==> config.mk <==
export PLATFORM = sky130hd
export DESIGN_NAME = jbsisp_port
export DESIGN_NICKNAME = d
export VERILOG_FILES = /design/src/logic/jbsisp_pkg.sv /design/src/logic/jbsisp_port.sv /design/src/logic/jbsisp_sync.sv
export SDC_FILE = /design/constraint.sdc
export NUM_CORES = 1
export LEC_CHECK = 0
export ABC_AREA = 1
export BUFFER_PORTS_ARGS = -buffer_cell sky130_fd_sc_hd__buf_2
export CORE_MARGIN = 4
export CORE_UTILIZATION = 45
export CTS_BUF_LIST = sky130_fd_sc_hd__clkbuf_8 sky130_fd_sc_hd__clkbuf_16
export CTS_CLUSTER_SIZE = 40
export DETAILED_ROUTE_END_ITERATION = 8
export GPL_TIMING_DRIVEN = 0
export PLACE_DENSITY = 0.75
export SLEW_MARGIN = 20
export SYNTH_ARGS = -nofsm -noshare
export SYNTH_HDL_FRONTEND = slang
export SYNTH_SLANG_ARGS = --single-unit
==> constraint.sdc <==
create_clock -name sys_clk -period 14.24 [get_ports sys_clk]
set_clock_uncertainty 0.2 [all_clocks]
set_input_delay 2.136 -clock sys_clk [delete_from_list [all_inputs] [get_ports sys_clk]]
set_output_delay 2.136 -clock sys_clk [all_outputs]
set_load 0.05 [all_outputs]
==> src/logic/jbsisp_pkg.sv <==
package jbsisp_pkg;
  // ==========================================================
  // Sizes
  localparam int IrLen     = 10;
  localparam int IdLen     = 32;
  localparam int VerW      = 4;
  localparam int PartW     = 16;
  localparam int MfrW      = 11;
  localparam int ChainMin  = 96;
  localparam int ChainMax  = 624;
  // ==========================================================
  // Identification fields (values arbitrary, neutral)
  localparam logic [VerW-1:0]  IdVersion = 4'hA;
  localparam logic [PartW-1:0] IdPart    = 16'h1234;
  localparam logic [MfrW-1:0]  IdMaker   = 11'h155;
  localparam logic             IdLsb     = 1'b1;
  localparam logic [IdLen-1:0] UserCodeDefault = 32'hFFFFFFFF;
  // ==========================================================
  // Instruction codes (10 bits)
  localparam logic [IrLen-1:0] InsExtest   = 10'h000;
  localparam logic [IrLen-1:0] InsSample   = 10'h005;
  localparam logic [IrLen-1:0] InsIdcode   = 10'h059;
  localparam logic [IrLen-1:0] InsUsercode = 10'h007;
  localparam logic [IrLen-1:0] InsEnable   = 10'h2CC;
  localparam logic [IrLen-1:0] InsErase    = 10'h2F2;
  localparam logic [IrLen-1:0] InsProgram  = 10'h2F4;
  localparam logic [IrLen-1:0] InsVerify   = 10'h2F5;
  localparam logic [IrLen-1:0] InsSetDone  = 10'h2F9;
  localparam logic [IrLen-1:0] InsDisable  = 10'h201;
  localparam logic [IrLen-1:0] InsBypass   = 10'h3FF;
  localparam logic [IrLen-1:0] IrCaptureVal = 10'h001;
  localparam int CfgW = 16;  // Config word width
  localparam logic [CfgW-1:0] CfgErased = 16'hFFFF;
  // ==========================================================
  // Controller states
  typedef enum logic [3:0] {
    JbsTlr, JbsRti, JbsSelDr, JbsCapDr, JbsShDr, JbsEx1Dr, JbsPauDr, JbsEx2Dr,
    JbsUpdDr, JbsSelIr, JbsCapIr, JbsShIr, JbsEx1Ir, JbsPauIr, JbsEx2Ir, JbsUpdIr
  } jbs_state_t;
endpackage

==> src/logic/jbsisp_port.sv <==
`timescale 1ns/1ns
`default_nettype none
// ==========================================================
// Test access port with boundary scan and programming
module jbsisp_port #(
  parameter int NumIo    = 24,  // User I/O pins
  parameter int ChainLen = 96   // Boundary cells, 96..624
) (
  input  wire logic             sys_clk,    // System clock
  input  wire logic             rst,        // Async reset, high
  input  wire logic             testPortEn, // Port in use by design
  input  wire logic             tckPin,     // Test clock pin
  input  wire logic             tmsPin,     // Mode select pin
  input  wire logic             tdiPin,     // Data in pin
  output logic                  tdoOut,     // Data out value
  output logic                  tdoOe,      // Data out enable
  input  wire logic [3:0]       portUserOut,// Core drive for port pins
  input  wire logic [3:0]       portUserOe, // Core enable for port pins
  output logic      [3:0]       portPinOut, // Port pins as user I/O
  output logic      [3:0]       portPinOe,  // Their enables
  input  wire logic [NumIo-1:0] coreOut,    // Core output data
  input  wire logic [NumIo-1:0] coreOe,     // Core output enables
  input  wire logic [NumIo-1:0] pinIn,      // Pin levels
  output logic      [NumIo-1:0] coreIn,     // Pin levels to core
  output logic      [NumIo-1:0] pinOut,     // Pin drive value
  output logic      [NumIo-1:0] pinOe,      // Pin drive enable
  output logic                  pullUpEn,   // Weak pull-ups on
  output logic                  progBusy,   // Programming active
  output logic                  doneFlag    // Completion flag state
);
  // ==========================================================
  // Declarations
  localparam int CellsUsed = 3 * NumIo;          // In, out, oe per pin
  logic [2:0]       tckS;                        // Synced tck, tms, tdi
  logic             tck, tms, tdi;               // Synchronised pins
  logic             tckOld_q, tckOld_d;          // Edge detect
  logic             tckRise, tckFall;            // Edge strobes
  jbsisp_pkg::jbs_state_t st_q, st_d;            // Controller state
  logic [jbsisp_pkg::IrLen-1:0] irSh_q, irSh_d;  // IR shift stage
  logic [jbsisp_pkg::IrLen-1:0] ir_q, ir_d;      // IR update stage
  logic [jbsisp_pkg::IdLen-1:0] idSh_q, idSh_d;  // Id/user/config shift
  logic             byp_q, byp_d;                // Bypass stage
  logic [ChainLen-1:0] bsSh_q, bsSh_d;           // Boundary shift
  logic [ChainLen-1:0] bsUp_q, bsUp_d;           // Boundary update
  logic [jbsisp_pkg::IdLen-1:0] user_q, user_d;  // Stored user code
  logic [jbsisp_pkg::CfgW-1:0]  cfg_q, cfg_d;    // Stored config word
  logic             done_q, done_d;              // Completion flag
  logic             progMode_q, progMode_d;      // Programming mode
  logic             tdo_q, tdo_d;                // Falling-edge data
  logic             tdoOe_q, tdoOe_d;            // Falling-edge enable
  logic [ChainLen-1:0] capVec;                   // Capture pattern
  logic             serOut;                      // Selected register LSB
  logic [jbsisp_pkg::IdLen-1:0] idWord;          // Identification word

  // Port pins pass through synchronisers
  jbsisp_sync #(.W(3)) uSync (
    .sys_clk (sys_clk),
    .rst     (rst),
    .din     ({tckPin, tmsPin, tdiPin}),
    .dout    (tckS)
  );
  assign tck = tckS[2];
  assign tms = tckS[1];
  assign tdi = tckS[0];
  // All three pins share one synchroniser so their
  // relative timing is kept cycle for cycle
  assign tckRise = tck & ~tckOld_q;
  assign tckFall = ~tck & tckOld_q;

  // Identification word, LSB forced to one
  assign idWord = {jbsisp_pkg::IdVersion, jbsisp_pkg::IdPart,
                   jbsisp_pkg::IdMaker, jbsisp_pkg::IdLsb};

  // ==========================================================
  // Instruction decode helper, used more than once
  function automatic logic isBsMode(input logic [jbsisp_pkg::IrLen-1:0] ins);
    isBsMode = (ins == jbsisp_pkg::InsExtest) || (ins == jbsisp_pkg::InsSample);
  endfunction
  function automatic logic isKnown(input logic [jbsisp_pkg::IrLen-1:0] ins);
    isKnown = isBsMode(ins) || ins == jbsisp_pkg::InsIdcode ||
              ins == jbsisp_pkg::InsUsercode || ins == jbsisp_pkg::InsEnable ||
              ins == jbsisp_pkg::InsErase || ins == jbsisp_pkg::InsProgram ||
              ins == jbsisp_pkg::InsVerify || ins == jbsisp_pkg::InsSetDone ||
              ins == jbsisp_pkg::InsDisable;
  endfunction

  // ==========================================================
  // Boundary capture: per pin input, output, enable cells
  genvar g;
  generate
    for (g = 0; g < ChainLen; g++) begin : gCap
      if (g < CellsUsed) begin : gUsed
        if (g % 3 == 0) begin : gIn
          assign capVec[g] = pinIn[g/3];
        end else if (g % 3 == 1) begin : gOut
          assign capVec[g] = coreOut[g/3];
        end else begin : gOe
          assign capVec[g] = coreOe[g/3];
        end
      end else begin : gSpare
        assign capVec[g] = 1'b0;
      end
    end
    // Pin drivers: extest uses update cells, else core
    for (g = 0; g < NumIo; g++) begin : gPin
      logic ext;
      assign ext = (ir_q == jbsisp_pkg::InsExtest);
      assign pinOut[g] = ext ? bsUp_q[3*g+1] : coreOut[g];
      // Pins released only when not programming and flag set
      assign pinOe[g]  = (progMode_q || !done_q) ? 1'b0 :
                         (ext ? bsUp_q[3*g+2] : coreOe[g]);
      assign coreIn[g] = pinIn[g];
    end
  endgenerate
  assign pullUpEn = progMode_q;
  assign progBusy = progMode_q;
  assign doneFlag = done_q;

  // Port pins: user I/O when the test port is unused
  assign portPinOut = portUserOut;
  assign portPinOe  = testPortEn ? 4'h0 : portUserOe;
  assign tdoOut = tdo_q;
  assign tdoOe  = tdoOe_q & testPortEn;

  // Selected register output bit
  always_comb begin
    serOut = byp_q;
    if (st_q == jbsisp_pkg::JbsShIr) begin
      serOut = irSh_q[0];
    end else if (isBsMode(ir_q)) begin
      serOut = bsSh_q[0];
    end else if (isKnown(ir_q)) begin
      serOut = idSh_q[0];
    end
  end

  // ==========================================================
  // Controller and register next-state logic
  always_comb begin
    st_d = st_q; irSh_d = irSh_q; ir_d = ir_q; idSh_d = idSh_q;
    byp_d = byp_q; bsSh_d = bsSh_q; bsUp_d = bsUp_q; user_d = user_q;
    cfg_d = cfg_q; done_d = done_q; progMode_d = progMode_q;
    tdo_d = tdo_q; tdoOe_d = tdoOe_q; tckOld_d = tck;
    if (tckRise && testPortEn) begin
      // Sixteen-state walk on TMS
      case (st_q)
        jbsisp_pkg::JbsTlr:   st_d = tms ? jbsisp_pkg::JbsTlr   : jbsisp_pkg::JbsRti;
        jbsisp_pkg::JbsRti:   st_d = tms ? jbsisp_pkg::JbsSelDr : jbsisp_pkg::JbsRti;
        jbsisp_pkg::JbsSelDr: st_d = tms ? jbsisp_pkg::JbsSelIr : jbsisp_pkg::JbsCapDr;
        jbsisp_pkg::JbsCapDr: st_d = tms ? jbsisp_pkg::JbsEx1Dr : jbsisp_pkg::JbsShDr;
        jbsisp_pkg::JbsShDr:  st_d = tms ? jbsisp_pkg::JbsEx1Dr : jbsisp_pkg::JbsShDr;
        jbsisp_pkg::JbsEx1Dr: st_d = tms ? jbsisp_pkg::JbsUpdDr : jbsisp_pkg::JbsPauDr;
        jbsisp_pkg::JbsPauDr: st_d = tms ? jbsisp_pkg::JbsEx2Dr : jbsisp_pkg::JbsPauDr;
        jbsisp_pkg::JbsEx2Dr: st_d = tms ? jbsisp_pkg::JbsUpdDr : jbsisp_pkg::JbsShDr;
        jbsisp_pkg::JbsUpdDr: st_d = tms ? jbsisp_pkg::JbsSelDr : jbsisp_pkg::JbsRti;
        jbsisp_pkg::JbsSelIr: st_d = tms ? jbsisp_pkg::JbsTlr   : jbsisp_pkg::JbsCapIr;
        jbsisp_pkg::JbsCapIr: st_d = tms ? jbsisp_pkg::JbsEx1Ir : jbsisp_pkg::JbsShIr;
        jbsisp_pkg::JbsShIr:  st_d = tms ? jbsisp_pkg::JbsEx1Ir : jbsisp_pkg::JbsShIr;
        jbsisp_pkg::JbsEx1Ir: st_d = tms ? jbsisp_pkg::JbsUpdIr : jbsisp_pkg::JbsPauIr;
        jbsisp_pkg::JbsPauIr: st_d = tms ? jbsisp_pkg::JbsEx2Ir : jbsisp_pkg::JbsPauIr;
        jbsisp_pkg::JbsEx2Ir: st_d = tms ? jbsisp_pkg::JbsUpdIr : jbsisp_pkg::JbsShIr;
        jbsisp_pkg::JbsUpdIr: st_d = tms ? jbsisp_pkg::JbsSelDr : jbsisp_pkg::JbsRti;
        default:              st_d = jbsisp_pkg::JbsTlr;
      endcase
      // Register actions in the state being left
      case (st_q)
        jbsisp_pkg::JbsTlr: begin
          ir_d = jbsisp_pkg::InsIdcode;
          progMode_d = 1'b0;
        end
        jbsisp_pkg::JbsCapIr: irSh_d = jbsisp_pkg::IrCaptureVal;
        jbsisp_pkg::JbsShIr: begin
          irSh_d = {tdi, irSh_q[jbsisp_pkg::IrLen-1:1]};
        end
        jbsisp_pkg::JbsUpdIr: ir_d = irSh_q;
        jbsisp_pkg::JbsCapDr: begin
          byp_d = 1'b0;
          if (isBsMode(ir_q)) begin
            bsSh_d = capVec;
          end else if (ir_q == jbsisp_pkg::InsIdcode) begin
            idSh_d = idWord;
          end else if (ir_q == jbsisp_pkg::InsUsercode) begin
            idSh_d = user_q;
          end else if (ir_q == jbsisp_pkg::InsVerify) begin
            idSh_d = {{(jbsisp_pkg::IdLen-jbsisp_pkg::CfgW){1'b0}}, cfg_q};
          end else begin
            idSh_d = '0;
          end
        end
        jbsisp_pkg::JbsShDr: begin
          byp_d = tdi;
          if (isBsMode(ir_q)) begin
            bsSh_d = {tdi, bsSh_q[ChainLen-1:1]};
          end else begin
            idSh_d = {tdi, idSh_q[jbsisp_pkg::IdLen-1:1]};
          end
        end
        jbsisp_pkg::JbsUpdDr: begin
          if (isBsMode(ir_q)) begin
            bsUp_d = bsSh_q;
          end
          // Programming actions only in programming mode
          if (progMode_q) begin
            case (ir_q)
              jbsisp_pkg::InsErase: begin
                cfg_d = jbsisp_pkg::CfgErased;
                user_d = jbsisp_pkg::UserCodeDefault;
                done_d = 1'b0;
              end
              jbsisp_pkg::InsProgram: begin
                cfg_d = cfg_q & idSh_q[jbsisp_pkg::CfgW-1:0];
                user_d = idSh_q;
              end
              // Flag: accepted at any step while in programming mode
              jbsisp_pkg::InsSetDone: done_d = 1'b1;
              default: ;
            endcase
          end
        end
        jbsisp_pkg::JbsRti: begin
          if (ir_q == jbsisp_pkg::InsEnable) begin
            progMode_d = 1'b1;
          end else if (ir_q == jbsisp_pkg::InsDisable) begin
            progMode_d = 1'b0;
          end
        end
        default: ;
      endcase
      if (st_q == jbsisp_pkg::JbsUpdIr && !isKnown(irSh_q)) begin
        ir_d = jbsisp_pkg::InsBypass;
      end
    end
    if (tckFall) begin
      // Data out moves on the falling edge
      tdo_d   = serOut;
      tdoOe_d = (st_q == jbsisp_pkg::JbsShDr) || (st_q == jbsisp_pkg::JbsShIr);
    end
    if (!testPortEn) begin
      st_d = jbsisp_pkg::JbsTlr;
      tdoOe_d = 1'b0;
    end
  end

  // ==========================================================
  // All state registered here
  always_ff @(posedge sys_clk or posedge rst) begin
    if (rst) begin
      st_q <= jbsisp_pkg::JbsTlr;
      irSh_q <= '0;
      ir_q <= jbsisp_pkg::InsIdcode;
      idSh_q <= '0;
      byp_q <= 1'b0;
      bsSh_q <= '0;
      bsUp_q <= '0;
      user_q <= jbsisp_pkg::UserCodeDefault;
      cfg_q <= jbsisp_pkg::CfgErased;
      done_q <= 1'b0;
      progMode_q <= 1'b0;
      tdo_q <= 1'b0;
      tdoOe_q <= 1'b0;
      tckOld_q <= 1'b0;
    end else begin
      st_q <= st_d;
      irSh_q <= irSh_d;
      ir_q <= ir_d;
      idSh_q <= idSh_d;
      byp_q <= byp_d;
      bsSh_q <= bsSh_d;
      bsUp_q <= bsUp_d;
      user_q <= user_d;
      cfg_q <= cfg_d;
      done_q <= done_d;
      progMode_q <= progMode_d;
      tdo_q <= tdo_d;
      tdoOe_q <= tdoOe_d;
      tckOld_q <= tckOld_d;
    end
  end
endmodule // jbsisp_port
`default_nettype wire

==> src/logic/jbsisp_sync.sv <==
`timescale 1ns/1ns
`default_nettype none
// ==========================================================
// Two-flop synchroniser for pin inputs
module jbsisp_sync #(
  parameter int W = 1
) (
  input  wire logic         sys_clk, // System clock
  input  wire logic         rst,     // Async reset
  input  wire logic [W-1:0] din,     // Async input
  output logic      [W-1:0] dout     // Synchronised
);
  logic [W-1:0] meta_q; // First stage, read only by second
  // Both stages registered, reset to zero
  always_ff @(posedge sys_clk or posedge rst) begin
    if (rst) begin
      meta_q <= '0;
      dout   <= '0;
    end else begin
      meta_q <= din;
      dout   <= meta_q;
    end
  end
endmodule // jbsisp_sync
`default_nettype wire

# [Word level (Yosys, flattened, before mapping)]
# Cells that the tools add are included.
[totals] regBits=284 in_bits=86 wordCells=219
[classes] n_eq_ne=40 n_mux=112 bitwise_logic=6 reduce_logical=45
[op_table] cell="$mux W96" count=2
[op_table] cell="$pmux W96 S2" count=1
[op_table] cell="$mux W32" count=4
[op_table] cell="$pmux W32 S2" count=2
[op_table] cell="$eq A10 B10 Y1 const B" count=12
[op_table] cell="$mux W1" count=82
[op_table] cell="$pmux W4 S12" count=1
[op_table] cell="$eq A10 B3 Y1 const B" count=4
[op_table] cell="$pmux W10 S2" count=2
[op_table] cell="$eq A4 B4 Y1 const B" count=8
[op_table] cell="$pmux W16 S2" count=1
[op_table] cell="$mux W4" count=7
[op_table] cell="$eq A10 B7 Y1 const B" count=2
[op_table] cell="$logic_not A10 Y1" count=2
[op_table] cell="$logic_or A1 B1 Y1" count=20
[op_table] cell="$and A16 B16 Y16" count=1
[op_table] cell="$eq A4 B3 Y1 const B" count=4
[op_table] cell="$mux W16" count=1
[op_table] cell="$reduce_and A4 Y1" count=4
[op_table] cell="$mux W10" count=1
[op_table] cell="$reduce_bool A2 Y1" count=5
[op_table] cell="$eq A4 B2 Y1 const B" count=2
[op_table] cell="$ne A2 B2 Y1 const B" count=4
[op_table] cell="$mux W2" count=3
[op_table] cell="15 further kinds" count=28

# [Longest topological paths before layout]
# Gate-level depths: netlist of run 1.
[depth] ltp_word=14 ltp_mapped=13 mapped_depth_nobuf=13

# [Modules after synthesis]
# A second synthesis of run 1 with hierarchy kept.
[unflattened] cells_unflattened=1585 hier_area_um2=12482.0
[by_module_without_submodules] mod="jbsisp_port" n_inst=1 cells_each=1578 area_per_inst_um2=12328.1 seq_area_each_um2=6421.2
[by_module_without_submodules] mod="jbsisp_sync" n_inst=1 cells_each=7 area_per_inst_um2=153.9 seq_area_each_um2=150.1

# [Worst setup path before layout of run 1]
# No wires, ideal clock.
[synth_path] path_kind="input to output" from="input coreOe[10]" to="output pinOe[10]" t_arrival_ns=2.953 slack_ns=8.951 path_stages=2 path_buffers=0 path_cell_list="nand2_1 -> a21oi_1"
[synth_between] elab_chain_cells=2
[synth_rtl] element="start: declaration" line_no="jbsisp_port.sv:22" rtl="input wire logic [NumIo-1:0] coreOe,"
[synth_rtl] element="$mux W1" line_no="jbsisp_port.sv:111" rtl="(ext ? bsUp_q[3*g+2] : coreOe[g]);"
[synth_rtl] element="$mux W1" line_no="jbsisp_port.sv:110" rtl="assign pinOe[g] = (progMode_q || !done_q) ? 1'b0 :"
[synth_rtl] element="end: declaration" line_no="jbsisp_port.sv:26" rtl="output logic [NumIo-1:0] pinOe,"
# No other way between the ends.

# [Worst setup path in the final report of run 1]
[layout_path] from="register ir_q[4] (netlist bit)" to="output pinOut[14]"
[layout_between] elab_chain_cells=2
[layout_rtl] element="start: declaration" line_no="jbsisp_port.sv:40" rtl="logic [jbsisp_pkg::IrLen-1:0] ir_q, ir_d;"
[layout_rtl] element="start signal: assignment" line_no="jbsisp_port.sv:250" rtl="ir_q <= jbsisp_pkg::InsIdcode;"
[layout_rtl] element="start signal: assignment" line_no="jbsisp_port.sv:265" rtl="ir_q <= ir_d;"
[layout_rtl] element="$logic_not A10 Y1" line_no="jbsisp_port.sv:107" rtl="assign ext = (ir_q == jbsisp_pkg::InsExtest);"
[layout_rtl] element="$mux W1" line_no="jbsisp_port.sv:108" rtl="assign pinOut[g] = ext ? bsUp_q[3*g+1] : coreOut[g];"
[layout_rtl] element="end: declaration" line_no="jbsisp_port.sv:25" rtl="output logic [NumIo-1:0] pinOut,"
# No other way between the ends.

==> results of run 1 <==
==> state kept, by name, indices dropped and copies added (netlist names) <==
| signal | flops |
|---|---|
| cfg_q | 16 |
| user_q | 32 |
| st_q | 4 |
| tdoOe_q | 1 |
| tckOld_q | 1 |
| ir_q | 10 |
| tdoOut | 1 |
| uSync.meta_q | 3 |
| byp_q | 1 |
| doneFlag | 1 |
| idSh_q | 32 |
| uSync.dout | 3 |
| bsSh_q | 96 |
| irSh_q | 10 |
| progBusy | 1 |
| bsUp_q | 48 |
==> worst min-delay path by stage <==
stage                                         start                 endpoint  slack (ns)  cells after the start
after floorplan           uSync.meta_q[0]$_DFF_PP0_  uSync.dout[0]$_DFF_PP0_        0.13                      0
after global routing      uSync.meta_q[1]$_DFF_PP0_  uSync.dout[1]$_DFF_PP0_        0.16                      0
final                     uSync.meta_q[1]$_DFF_PP0_  uSync.dout[1]$_DFF_PP0_        0.15                      0
after CTS                 uSync.meta_q[1]$_DFF_PP0_  uSync.dout[1]$_DFF_PP0_        0.16                      0
after detailed placement  uSync.meta_q[0]$_DFF_PP0_  uSync.dout[0]$_DFF_PP0_        0.15                      0
after global placement    uSync.meta_q[0]$_DFF_PP0_  uSync.dout[0]$_DFF_PP0_        0.14                      0
==> cell families (layout without fill, tap and decap cells) <==
kind of cell / count (synthesis) / in the layout / share of synthesized area
muxes: 18 / 18 / 0.0162
and+or+nand+nor: 713 / 713 / 0.228
AOI/OAI and AO/OA: 334 / 334 / 0.145
DFF: 260 / 260 / 0.527
buffers and inverters: 233 / 450 / 0.0848
==> worst max-delay path, stage by stage, from the launching register on <==
cell      delay [ns]
dfstp_2         0.55
nor2_1          0.09
nand2_1         0.13
nor2_1          0.12
inv_1           0.10
clkbuf_1        0.63
clkbuf_1        0.48
nand2_1         0.10
nand2_1         0.12
buf_2           0.27
==> stage by stage <==
stage	power (mW)	hold WS, ns	cells
6_report	1.67	0.151	2147
5_1_grt	1.72	0.161	2147
4_1_cts	1.68	0.161	2147
3_5_place_dp	0.950	0.149	2097
3_3_place_gp	0.946	0.135	2095
2_1_floorplan	0.892	0.131	1558
==> cell type report <==
cell class / instances / area share
inverter: 118 / 0.0305
buffer: 115 / 0.0417
clock inverter: 17 / 0.0114
sequential: 260 / 0.445
multi-input combinational: 1065 / 0.328
clock buffer: 33 / 0.0521
timing repair buffer: 167 / 0.0596
tap: 372 / 0.0315
==> cells in the final DEF (no fill, tap or decap), drive strengths merged <==
master,Yosys,layout
a22oi,1,1
dfrtp,208,208
o221ai,1,1
o31ai,8,8
dfstp,52,52
o22ai,5,5
o211ai,18,18
nand2,511,511
or2,1,1
nand3b,1,1
nor2,128,128
nor4,2,2
clkbuf,38,71
inv,117,122
nand3,64,64
o32ai,1,1
o21ai,181,181
clkinv,1,10
buf,77,244
nor3,3,3
a31oi,40,40
a21oi,79,79
mux2,18,18
nand4,3,3
bufinv,0,3
==> where the power goes <==
group          total [mW]  internal [mW]  switching (mW)
Clock               0.731          0.437           0.294
Sequential          0.751          0.745         0.00607
Combinational       0.186         0.0441           0.142
==> per-layer routing <==
metal,track usage,vias up,share of wire
met1,0.297,5388,0.42
met5,0,-,0
met4,0.0848,0,0.035
met3,0.0370,84,0.077
met2,0.391,455,0.47
li1,-,5406,-
==> summary.md, run 1 <==
| Metric | Value |
|---|---|
| # resized after CTS | 0 |
| Final worst-path cycle share | 0.385 |
| Rel. slew slack | 0.452 |
| H-Tree Depth | 1 |
| RR Startpoint | st_q[1]$_DFFE_PP0P_ |
| # fillers | 2447 |
| R2R Setup Slk | 11.71 ns |
| Most frequent cells after synthesis | 509 x nand2_1, 208 x dfrtp_1, 152 x o21ai_0, 121 x nor2_1, 112 x inv_1 |
| Initial Util | 0.460 |
| Worst reg-to-reg path cell count | 8 |
| Row Count | 60 |
| Pin count of the biggest net entering global routing | 104 |
| Cells after Synth | 1558 |
| CP Launch Point | ir_q[4]$_DFFE_PP1P_ |
| Global-route wire length before repair | 58.0 mm |
| Via density | 5.28 |
| Min-delay worst type | flop to flop |
| Cell taking the most area after synthesis | dfrtp_1 |
| Slew Limit Fails | 0 |
| IO buf count | 165 |
| End of the critical path | pinOut[14] |
| Power density over the cells | 113 mW/mm² |
| Initial drt markers | 1022 |
| Layout area overhead | 18.4% |
| TritonCTS buffer count | 28 |
| Crit path kind | flop to output port |
| TritonCTS clock tree | done |
| Antenna Cells | 0 |
| Placed cell area | 0.0138 mm² |
| Clock Latency Late Sink | 0.55 ns |
| Share of cells above drive strength 1 | 0.204 |
| Reg clk slew, reported paths | 0.06 ns |
| Gp weighted congestion | 0.900 |
| Type of origin of the critical path | flop |
| Grt ovf | 0 |
| Post-synth top area share | 0.417 |
| Fin area | 0.0148 mm² |
| Top_reg_cell synth | dfrtp_1 |
| Core Region | 0.0271 mm² |
| Synthesis Warnings | 0 |
| Pre-CTS WS | 8.95 ns |
| Initial antenna violation count | 1 |
| Mean Syn Cell Area | 8.01 µm² |
| Max-capacitance violation count | 0 |
| Hold_buf cts | 0 |
| IO Pins | 171 |
| Post-synth EDFFs | 0 |
| Min Tclk post-route | 5.48 ns |
| Final setup violation count | 0 |
| Worst r2r dst | bsSh_q[42]$_DFFE_PP0P_ |
| Max Fclk | 182 MHz |
| Slew @ Worst Pin | 0.823 ns |
| Fin worst setup slack | 8.76 ns |
| Crit end category | output port |
| Arrival time at the worst endpoint | 3.15 ns |
| Status | complete, no violations |
| CP required | 11.90 ns |
| CP max FO | 10 |
| Max VDD drop | 0.000109 V |
| DP Wirelength | 25.4 mm |
| DRC | 0 |
| Clk buf depth | 3 |
| Area contributors post-synth | dfrtp_1 42%, nand2_1 15%, dfstp_2 11%, o21ai_0 6.1%, nor2_1 3.6% |
| Total Die Area | 0.0305 mm² |
| Via count | 11300 |
| Synth Net Count | 1644 |
| FF/Latch Area | 0.00657 mm² |
| Total Routing Usage GR | 0.230 |
| Ys async rst share | 1.00 |
| Final #Nets | 1841 |
| Cell with the most instances after synthesis | nand2_1 |
| Unrepaired setup endpoints after global routing | no |
| Fin util | 0.545 |
| Total length of routed wires | 35.7 mm |
| Setup TNS | 0 ns |
| Post-route ant nets | 0 |
| Synthesized cell area | 0.0125 mm² |
| Yosys reg bits | 260 |
| Setup bufs post-CTS | 0 |
| Post-synth cell types | 36 |
| Leak pwr | 7.47 nW |
| Drt first pass iters | 6 |
| Post-synthesis sequential area ratio | 0.527 |
| Die span in y | 175 µm |
| Die Wd | 175 µm |
| Clock Tree Root | clkbuf_16 |
| Routed length per instance | 16.6 µm |
| Final Hold Vio Count | 0 |
| Vias in the first global route | 11400 |
| Multi-input logic area | 0.00485 mm² |
| Sink Count | 260 |
(Power assumes the default switching activity.)
==> run 2, diff against run 1 <==
Settings changed: PLACE_DENSITY 0.75 to 0.77.
Clock period 14.24 ns to 4.4 ns, I/O delays scaled along.
==> summary.md, run 2 (synthesis results as in run 1) <==
| Metric | Value |
|---|---|
| Leak pwr | 7.48 nW (about the same) |
| Biggest register | bsSh_q |
| Status | complete, no violations |
| Clk buf depth | 3 (unchanged) |
| Slew Limit Fails | 0 (unchanged) |
| CP top delay family | buffers and inverters |
| Arrival time at the worst endpoint | 3.22 ns (+0.07 ns) |
| Worst stage delay on the critical path | 0.62 ns (about the same) |
| Max VDD drop | 0.000268 V (+150%) |
| TritonCTS clock tree | done |
| Layout area overhead | 18.7% |
| Most used routing layer | met2 |
| Final Hold Vio Count | 0 (unchanged) |
| Power density over the cells | 354 mW/mm² (+210%) |
| Total Routing Usage GR | 0.233 (+0.00305) |
| Fin area | 0.0148 mm² (+0.31%) |
| Grt ovf | 0 (unchanged) |
| Crit path kind | flop to output port |
| Die Wd | 175 µm (unchanged) |
| Cell Chain, Critical Path | nor2_1 > nand2_1 > nor2_1 > inv_1 > clkbuf_1 > clkbuf_1 > nand2_1 > nand2_1 > buf_2 |
| Gp weighted congestion | 0.909 (+0.93%) |
| Final #Nets | 1847 (+0.33%) |
| Core Region | 0.0271 mm² (unchanged) |
| Die span in y | 175 µm (unchanged) |
| Slowest CP cell | clkbuf_1 |
| Clk pwr share | 0.418 (-0.020) |
| IO Pins | 171 (unchanged) |
| Met2 GRT Util | 0.389 (-0.00243) |
| Setup TNS | 0 ns (unchanged) |
| Drt first pass iters | 7 (+1) |
| Placed cell area | 0.0140 mm² (+0.93%) |
| Slew @ Worst Pin | 0.804 ns (-0.0181 ns) |
| Vias in the first global route | 11300 (-0.41%) |
| Pin count of the biggest net entering global routing | 32 (-69%) |
| Register share of total power | 0.464 (+0.014) |
| IO buf count | 165 (unchanged) |
| Total power draw | 5.24 mW (+210%) |
| Reg clk slew, reported paths | 0.06 ns (about the same) |
| Most frequent cells in the layout | 509 x nand2_1, 208 x dfrtp_1, 201 x buf_2, 152 x o21ai_0, 121 x nor2_1 |
| Initial Util | 0.460 (unchanged) |
| Post-route ant nets | 0 (unchanged) |
| CP max FO | 10 (unchanged) |
| Regs by FF count | bsSh_q x96, bsUp_q x48 |
| Total Die Area | 0.0305 mm² (unchanged) |
| DRC | 0 (unchanged) |
| Switch Pwr | 1.42 mW (+220%) |
| Max Fclk | 245 MHz |
| Rel. slew slack | 0.464 (+0.0121) |
| CP dominant cell by count | nand2_1 |
| CP required | 3.54 ns (-8.36 ns) |
| Routed length per instance | 16.9 µm (+1.7%) |
| Most common cell after layout, fill and taps aside | nand2_1 |
| TritonCTS buffer count | 26 (-7.1%) |
| Met3 GRT Util | 0.0365 (-0.000435) |
| Via density | 5.35 (+1.4%) |
| Total length of routed wires | 36.4 mm (+1.9%) |
| Sink Count | 260 (unchanged) |
| Largest register FFs | 96 (unchanged) |
| Initial antenna violation count | 0 (-1) |
| Crit end category | output port |
| Switching Share | 0.271 (+0.00658) |
| H-Tree Depth | 1 (unchanged) |
| Unrepaired setup endpoints after global routing | no |
| Hold_ws | 0.0328 ns (-0.119 ns) |
| DP Wirelength | 26.1 mm (+3.0%) |
| Clock Tree Root | clkbuf_16 |
| Global-route wire length before repair | 58.6 mm (+1.1%) |
| P_int | 3.82 mW (+210%) |
| Share of cells above drive strength 1 | 0.205 (+0.00111) |
| Min Tclk post-route | 4.08 ns |
| Fin util | 0.547 (+0.00166) |
| Combinational Power Share | 0.118 (+0.006) |
| Min-delay worst type | input pin to flop |
| Row Count | 60 (unchanged) |
| Max-capacitance violation count | 0 (unchanged) |
| Antenna Cells | 0 (unchanged) |
| Met1 Use GR | 0.307 (+0.0103) |
| Type of origin of the critical path | flop |
| Final worst-path cycle share | 0.926 |
| Initial drt markers | 1313 (+28%) |
| Via count | 11500 (+1.6%) |
| Clock Latency Late Sink | 0.53 ns (-0.02 ns) |
| WP buf/inv | 4 (unchanged) |
| Final setup violation count | 0 (unchanged) |
run 2: cell count changes in the layout (fill, tap and decap cells not counted), sizes merged:
cell         previous run  this run
buf                   244       251
clkinvlp                0         4
clkbuf                 71        70
bufinv                  3         1
dlygate4sd3             0         1
clkinv                 10         6
run 2: final timing paths:
| check | from | endpoint | slack (ns) | cells past startpoint |
|---|---|---|---|---|
| worst min register to register | uSync.meta_q[2]$_DFF_PP0_ | uSync.dout[2]$_DFF_PP0_ | 0.15 | 0 |
| max in group asynchronous | rst | user_q[18]$_DFFE_PP1P_ | 2.26 | 7 |
| worst max-delay path | ir_q[6]$_DFFE_PP1P_ | pinOut[14] | 0.32 | 9 |
| worst min-delay path | tckPin | uSync.meta_q[2]$_DFF_PP0_ | 0.03 | 1 |
| worst max register to register | st_q[1]$_DFFE_PP0P_ | bsSh_q[42]$_DFFE_PP0P_ | 1.89 | 8 |
| min in group asynchronous | rst | bsUp_q[50]$_DFFE_PP0P_ | 0.50 | 3 |
run 2: area by class of cell:
class	count	area (µm²)
plain buffers	115	616
inverters	118	447
flip-flops and latches	260	6570
repair buffers	175	1020
multi-input cells	1065	4850
well taps	372	465
clock inverters	15	100
clock buffers	32	744
fillers	2397	12300
run 2: timing repair:
action	4_1_cts	5_1_grt
setup buffers	0	0
hold buffers	1	0
hold endpoints to repair	15	0
resized for setup	0	0
run 2: power groups by stage:
stage               combinational (mW)  sequential (mW)  clock (mW)
floorplan                        0.410             2.48           0
global placement                 0.592             2.47           0
detailed placement               0.617             2.47           0
CTS                              0.620             2.43        2.21
global route                     0.657             2.43        2.32
finish                           0.618             2.43        2.19
run 2: stage by stage:
step / worst slack (ns) / std cells
after floorplan: 0.155 / 1558
after global placement: -1.33 / 2095
after detailed placement: 0.938 / 2104
after CTS: 0.365 / 2152
after global routing: 0.139 / 2152
final: 0.324 / 2152
run 2: routing by layer:
metal / part of all wire / wire length (µm) / up-vias
met5: 0 / 0 / -
li1: - / - / 5425
met4: 0.036 / 1310 / 0
met1: 0.41 / 15000 / 5540
met3: 0.073 / 2650 / 84
met2: 0.48 / 17400 / 469
==> run 3, diff against run 2 <==
Settings changed: CORE_ASPECT_RATIO from default to 0.5, SETUP_SLACK_MARGIN from default to 0.4.
==> summary.md, run 3 (synthesis results as in run 1) <==
| Metric | Value |
|---|---|
| Status | complete, no violations |
| Type of origin of the critical path | flop |
| Regs by FF count | bsSh_q x96, bsUp_q x48 |
| Drt first pass iters | 5 (-2) |
| Clock Tree Root | clkbuf_16 |
| Cell Chain, Critical Path | nor2_1 > nand2_1 > nor2_1 > inv_1 > clkbuf_1 > clkbuf_2 > nand2_1 > nand2_1 > buf_2 |
| Pin count of the biggest net entering global routing | 36 (+13%) |
| Final worst-path cycle share | 0.846 (-0.0802) |
| Row Count | 42 (-30%) |
| Total Routing Usage GR | 0.226 (-0.00629) |
| CP dominant cell by count | nand2_1 |
| Initial drt markers | 1070 (-19%) |
| H-Tree Depth | 1 (unchanged) |
| TritonCTS buffer count | 24 (-7.7%) |
| IO Pins | 171 (unchanged) |
| Final Hold Vio Count | 0 (unchanged) |
| CP top delay family | buffers and inverters |
| Unrepaired setup endpoints after global routing | no |
| Initial Util | 0.465 (+0.00425) |
| TritonCTS clock tree | done |
| Die span in y | 126 µm (-28%) |
| Slowest CP cell | dfrtp_1 |
| Final setup violation count | 0 (unchanged) |
| Slew @ Worst Pin | 0.942 ns (+0.137 ns) |
| Leak pwr | 7.48 nW (about the same) |
| Multi-input logic area | 0.00485 mm² (unchanged) |
| Fin util | 0.549 (+0.00267) |
| Power density over the cells | 347 mW/mm² (-1.8%) |
| R2R Setup Slk | 1.88 ns (about the same) |
| DRC | 0 (unchanged) |
| Slew Limit Fails | 0 (unchanged) |
| Setup TNS | 0 ns (unchanged) |
| Arrival time at the worst endpoint | 2.86 ns (-0.36 ns) |
| Max-capacitance violation count | 0 (unchanged) |
| Total Die Area | 0.0306 mm² (+0.53%) |
| Post-route ant nets | 0 (unchanged) |
| Max VDD drop | 0.000199 V (-26%) |
| Worst reg-to-reg path cell count | 8 (unchanged) |
| Crit end category | output port |
| Biggest register | bsSh_q |
| Core Region | 0.0269 mm² (-0.91%) |
| Initial antenna violation count | 2 (+2) |
| Sink Count | 260 (unchanged) |
| Grt ovf | 0 (unchanged) |
| Via count | 11600 (+0.36%) |
| Clock Latency Late Sink | 0.52 ns (about the same) |
| Hold_ws | 0.0450 ns (+0.0121 ns) |
| Layout area overhead | 18.2% |
| Min Tclk post-route | 3.72 ns (-0.353 ns) |
| Most frequent cells in the layout | 509 x nand2_1, 208 x dfrtp_1, 201 x buf_2, 152 x o21ai_0 |
| Min-delay worst type | input pin to flop |
| Crit path kind | flop to output port |
| End of the critical path | pinOut[6] |
| Max Fclk | 269 MHz (+9.5%) |
| # fillers | 2452 (+2.3%) |
| Vias in the first global route | 11300 (-0.45%) |
| IO buf count | 165 (unchanged) |
| Reg clk slew, reported paths | 0.07 ns (about the same) |
| Gp weighted congestion | 0.882 (-3.0%) |
| Via density | 5.37 (+0.41%) |
| Cell count along the critical path | 9 (unchanged) |
| Total power draw | 5.12 mW (-2.2%) |
| CP Launch Point | ir_q[5]$_DFFE_PP0P_ |
| CP required | 3.54 ns (about the same) |
| Routed length per instance | 16.5 µm (-2.2%) |
| Global-route wire length before repair | 57.3 mm (-2.2%) |
| Clk buf depth | 3 (unchanged) |
| Most common cell after layout, fill and taps aside | nand2_1 |
| Worst r2r dst | idSh_q[9]$_DFFE_PP0P_ |
| DP Wirelength | 25.1 mm (-4.0%) |
| CP max FO | 10 (unchanged) |
| Final #Nets | 1845 (-0.11%) |
| Share of cells above drive strength 1 | 0.203 (-0.00179) |
| Post-Layout Cell Count | 2151 (-0.046%) |
| FF/Latch Area | 0.00657 mm² (unchanged) |
| RR Startpoint | st_q[1]$_DFFE_PP0P_ |
| Total length of routed wires | 35.6 mm (-2.3%) |
| WP buf/inv | 4 (unchanged) |
| Rel. slew slack | 0.372 (-0.0914) |
| Largest register FFs | 96 (unchanged) |
| Worst stage delay on the critical path | 0.41 ns (-0.21 ns) |
| Placed cell count | 2106 (+0.095%) |
| Die Wd | 243 µm (+40%) |
## run 3: changes by cell type in the layout (fill, tap and decap cells not counted), sizes merged
cell / previous run / this run
clkbuf: 70 / 66
inv: 122 / 126
clkinvlp: 4 / 1
buf: 251 / 250
bufinv: 1 / 2
clkinv: 6 / 5
diode: 0 / 1
## run 3: cell type report
cell class	instances	area share
Antenna cell	1	0.000170
Buffer	115	0.0421
Clock buffer	27	0.0443
Clock inverter	16	0.00797
Inverter	118	0.0303
Multi-Input combinational cell	1065	0.329
Sequential cell	260	0.446
Tap cell	374	0.0317
Timing Repair Buffer	175	0.0694
## run 3: how the worst min path moves through the flow
stage	startpoint	depth (start not counted)	to	slack, ns
finish	tckPin	1	uSync.meta_q[2]$_DFF_PP0_	0.04
global route	tdiPin	1	uSync.meta_q[0]$_DFF_PP0_	0.03
CTS	tckPin	1	uSync.meta_q[2]$_DFF_PP0_	0.03
detailed placement	uSync.meta_q[1]$_DFF_PP0_	0	uSync.dout[1]$_DFF_PP0_	0.14
global placement	uSync.meta_q[0]$_DFF_PP0_	0	uSync.dout[0]$_DFF_PP0_	0.13
floorplan	uSync.meta_q[0]$_DFF_PP0_	0	uSync.dout[0]$_DFF_PP0_	0.13
## run 3: layer usage
metal / vias to the layer above / share of wire / GRT usage
met5: - / 0.00037 / 0
met4: 2 / 0.034 / 0.0769
met3: 91 / 0.071 / 0.0336
met2: 447 / 0.47 / 0.380
met1: 5601 / 0.43 / 0.304
li1: 5419 / - / -
## run 3: power by group
| part | switching [mW] | internal [mW] |
|---|---|---|
| clock | 0.906 | 1.17 |
| sequential | 0.0201 | 2.41 |
| combinational | 0.458 | 0.155 |
## run 3: repair_timing
item	CTS	global route
resized for setup	0	7
hold buffers	1	0
endpoints found under the hold margin	5	0
buffers inserted	0	0
setup endpoints to repair	0	14
## run 3: stage by stage
stage / setup slack, ns / area [µm²]
2_1_floorplan: 0.155 / 12500
3_3_place_gp: -1.40 / 13800
3_5_place_dp: 0.998 / 14000
4_1_cts: 0.432 / 14700
5_1_grt: 0.439 / 14700
6_report: 0.677 / 14700
## run 3: worst reg2reg max path: stages, from the launching register on
cell	delay, ns
dfrtp_1	0.44
nor2_1	0.17
inv_2	0.08
nor2_4	0.27
inv_1	0.24
buf_2	0.27
buf_1	0.36
o21ai_0	0.25
o21ai_0	0.12
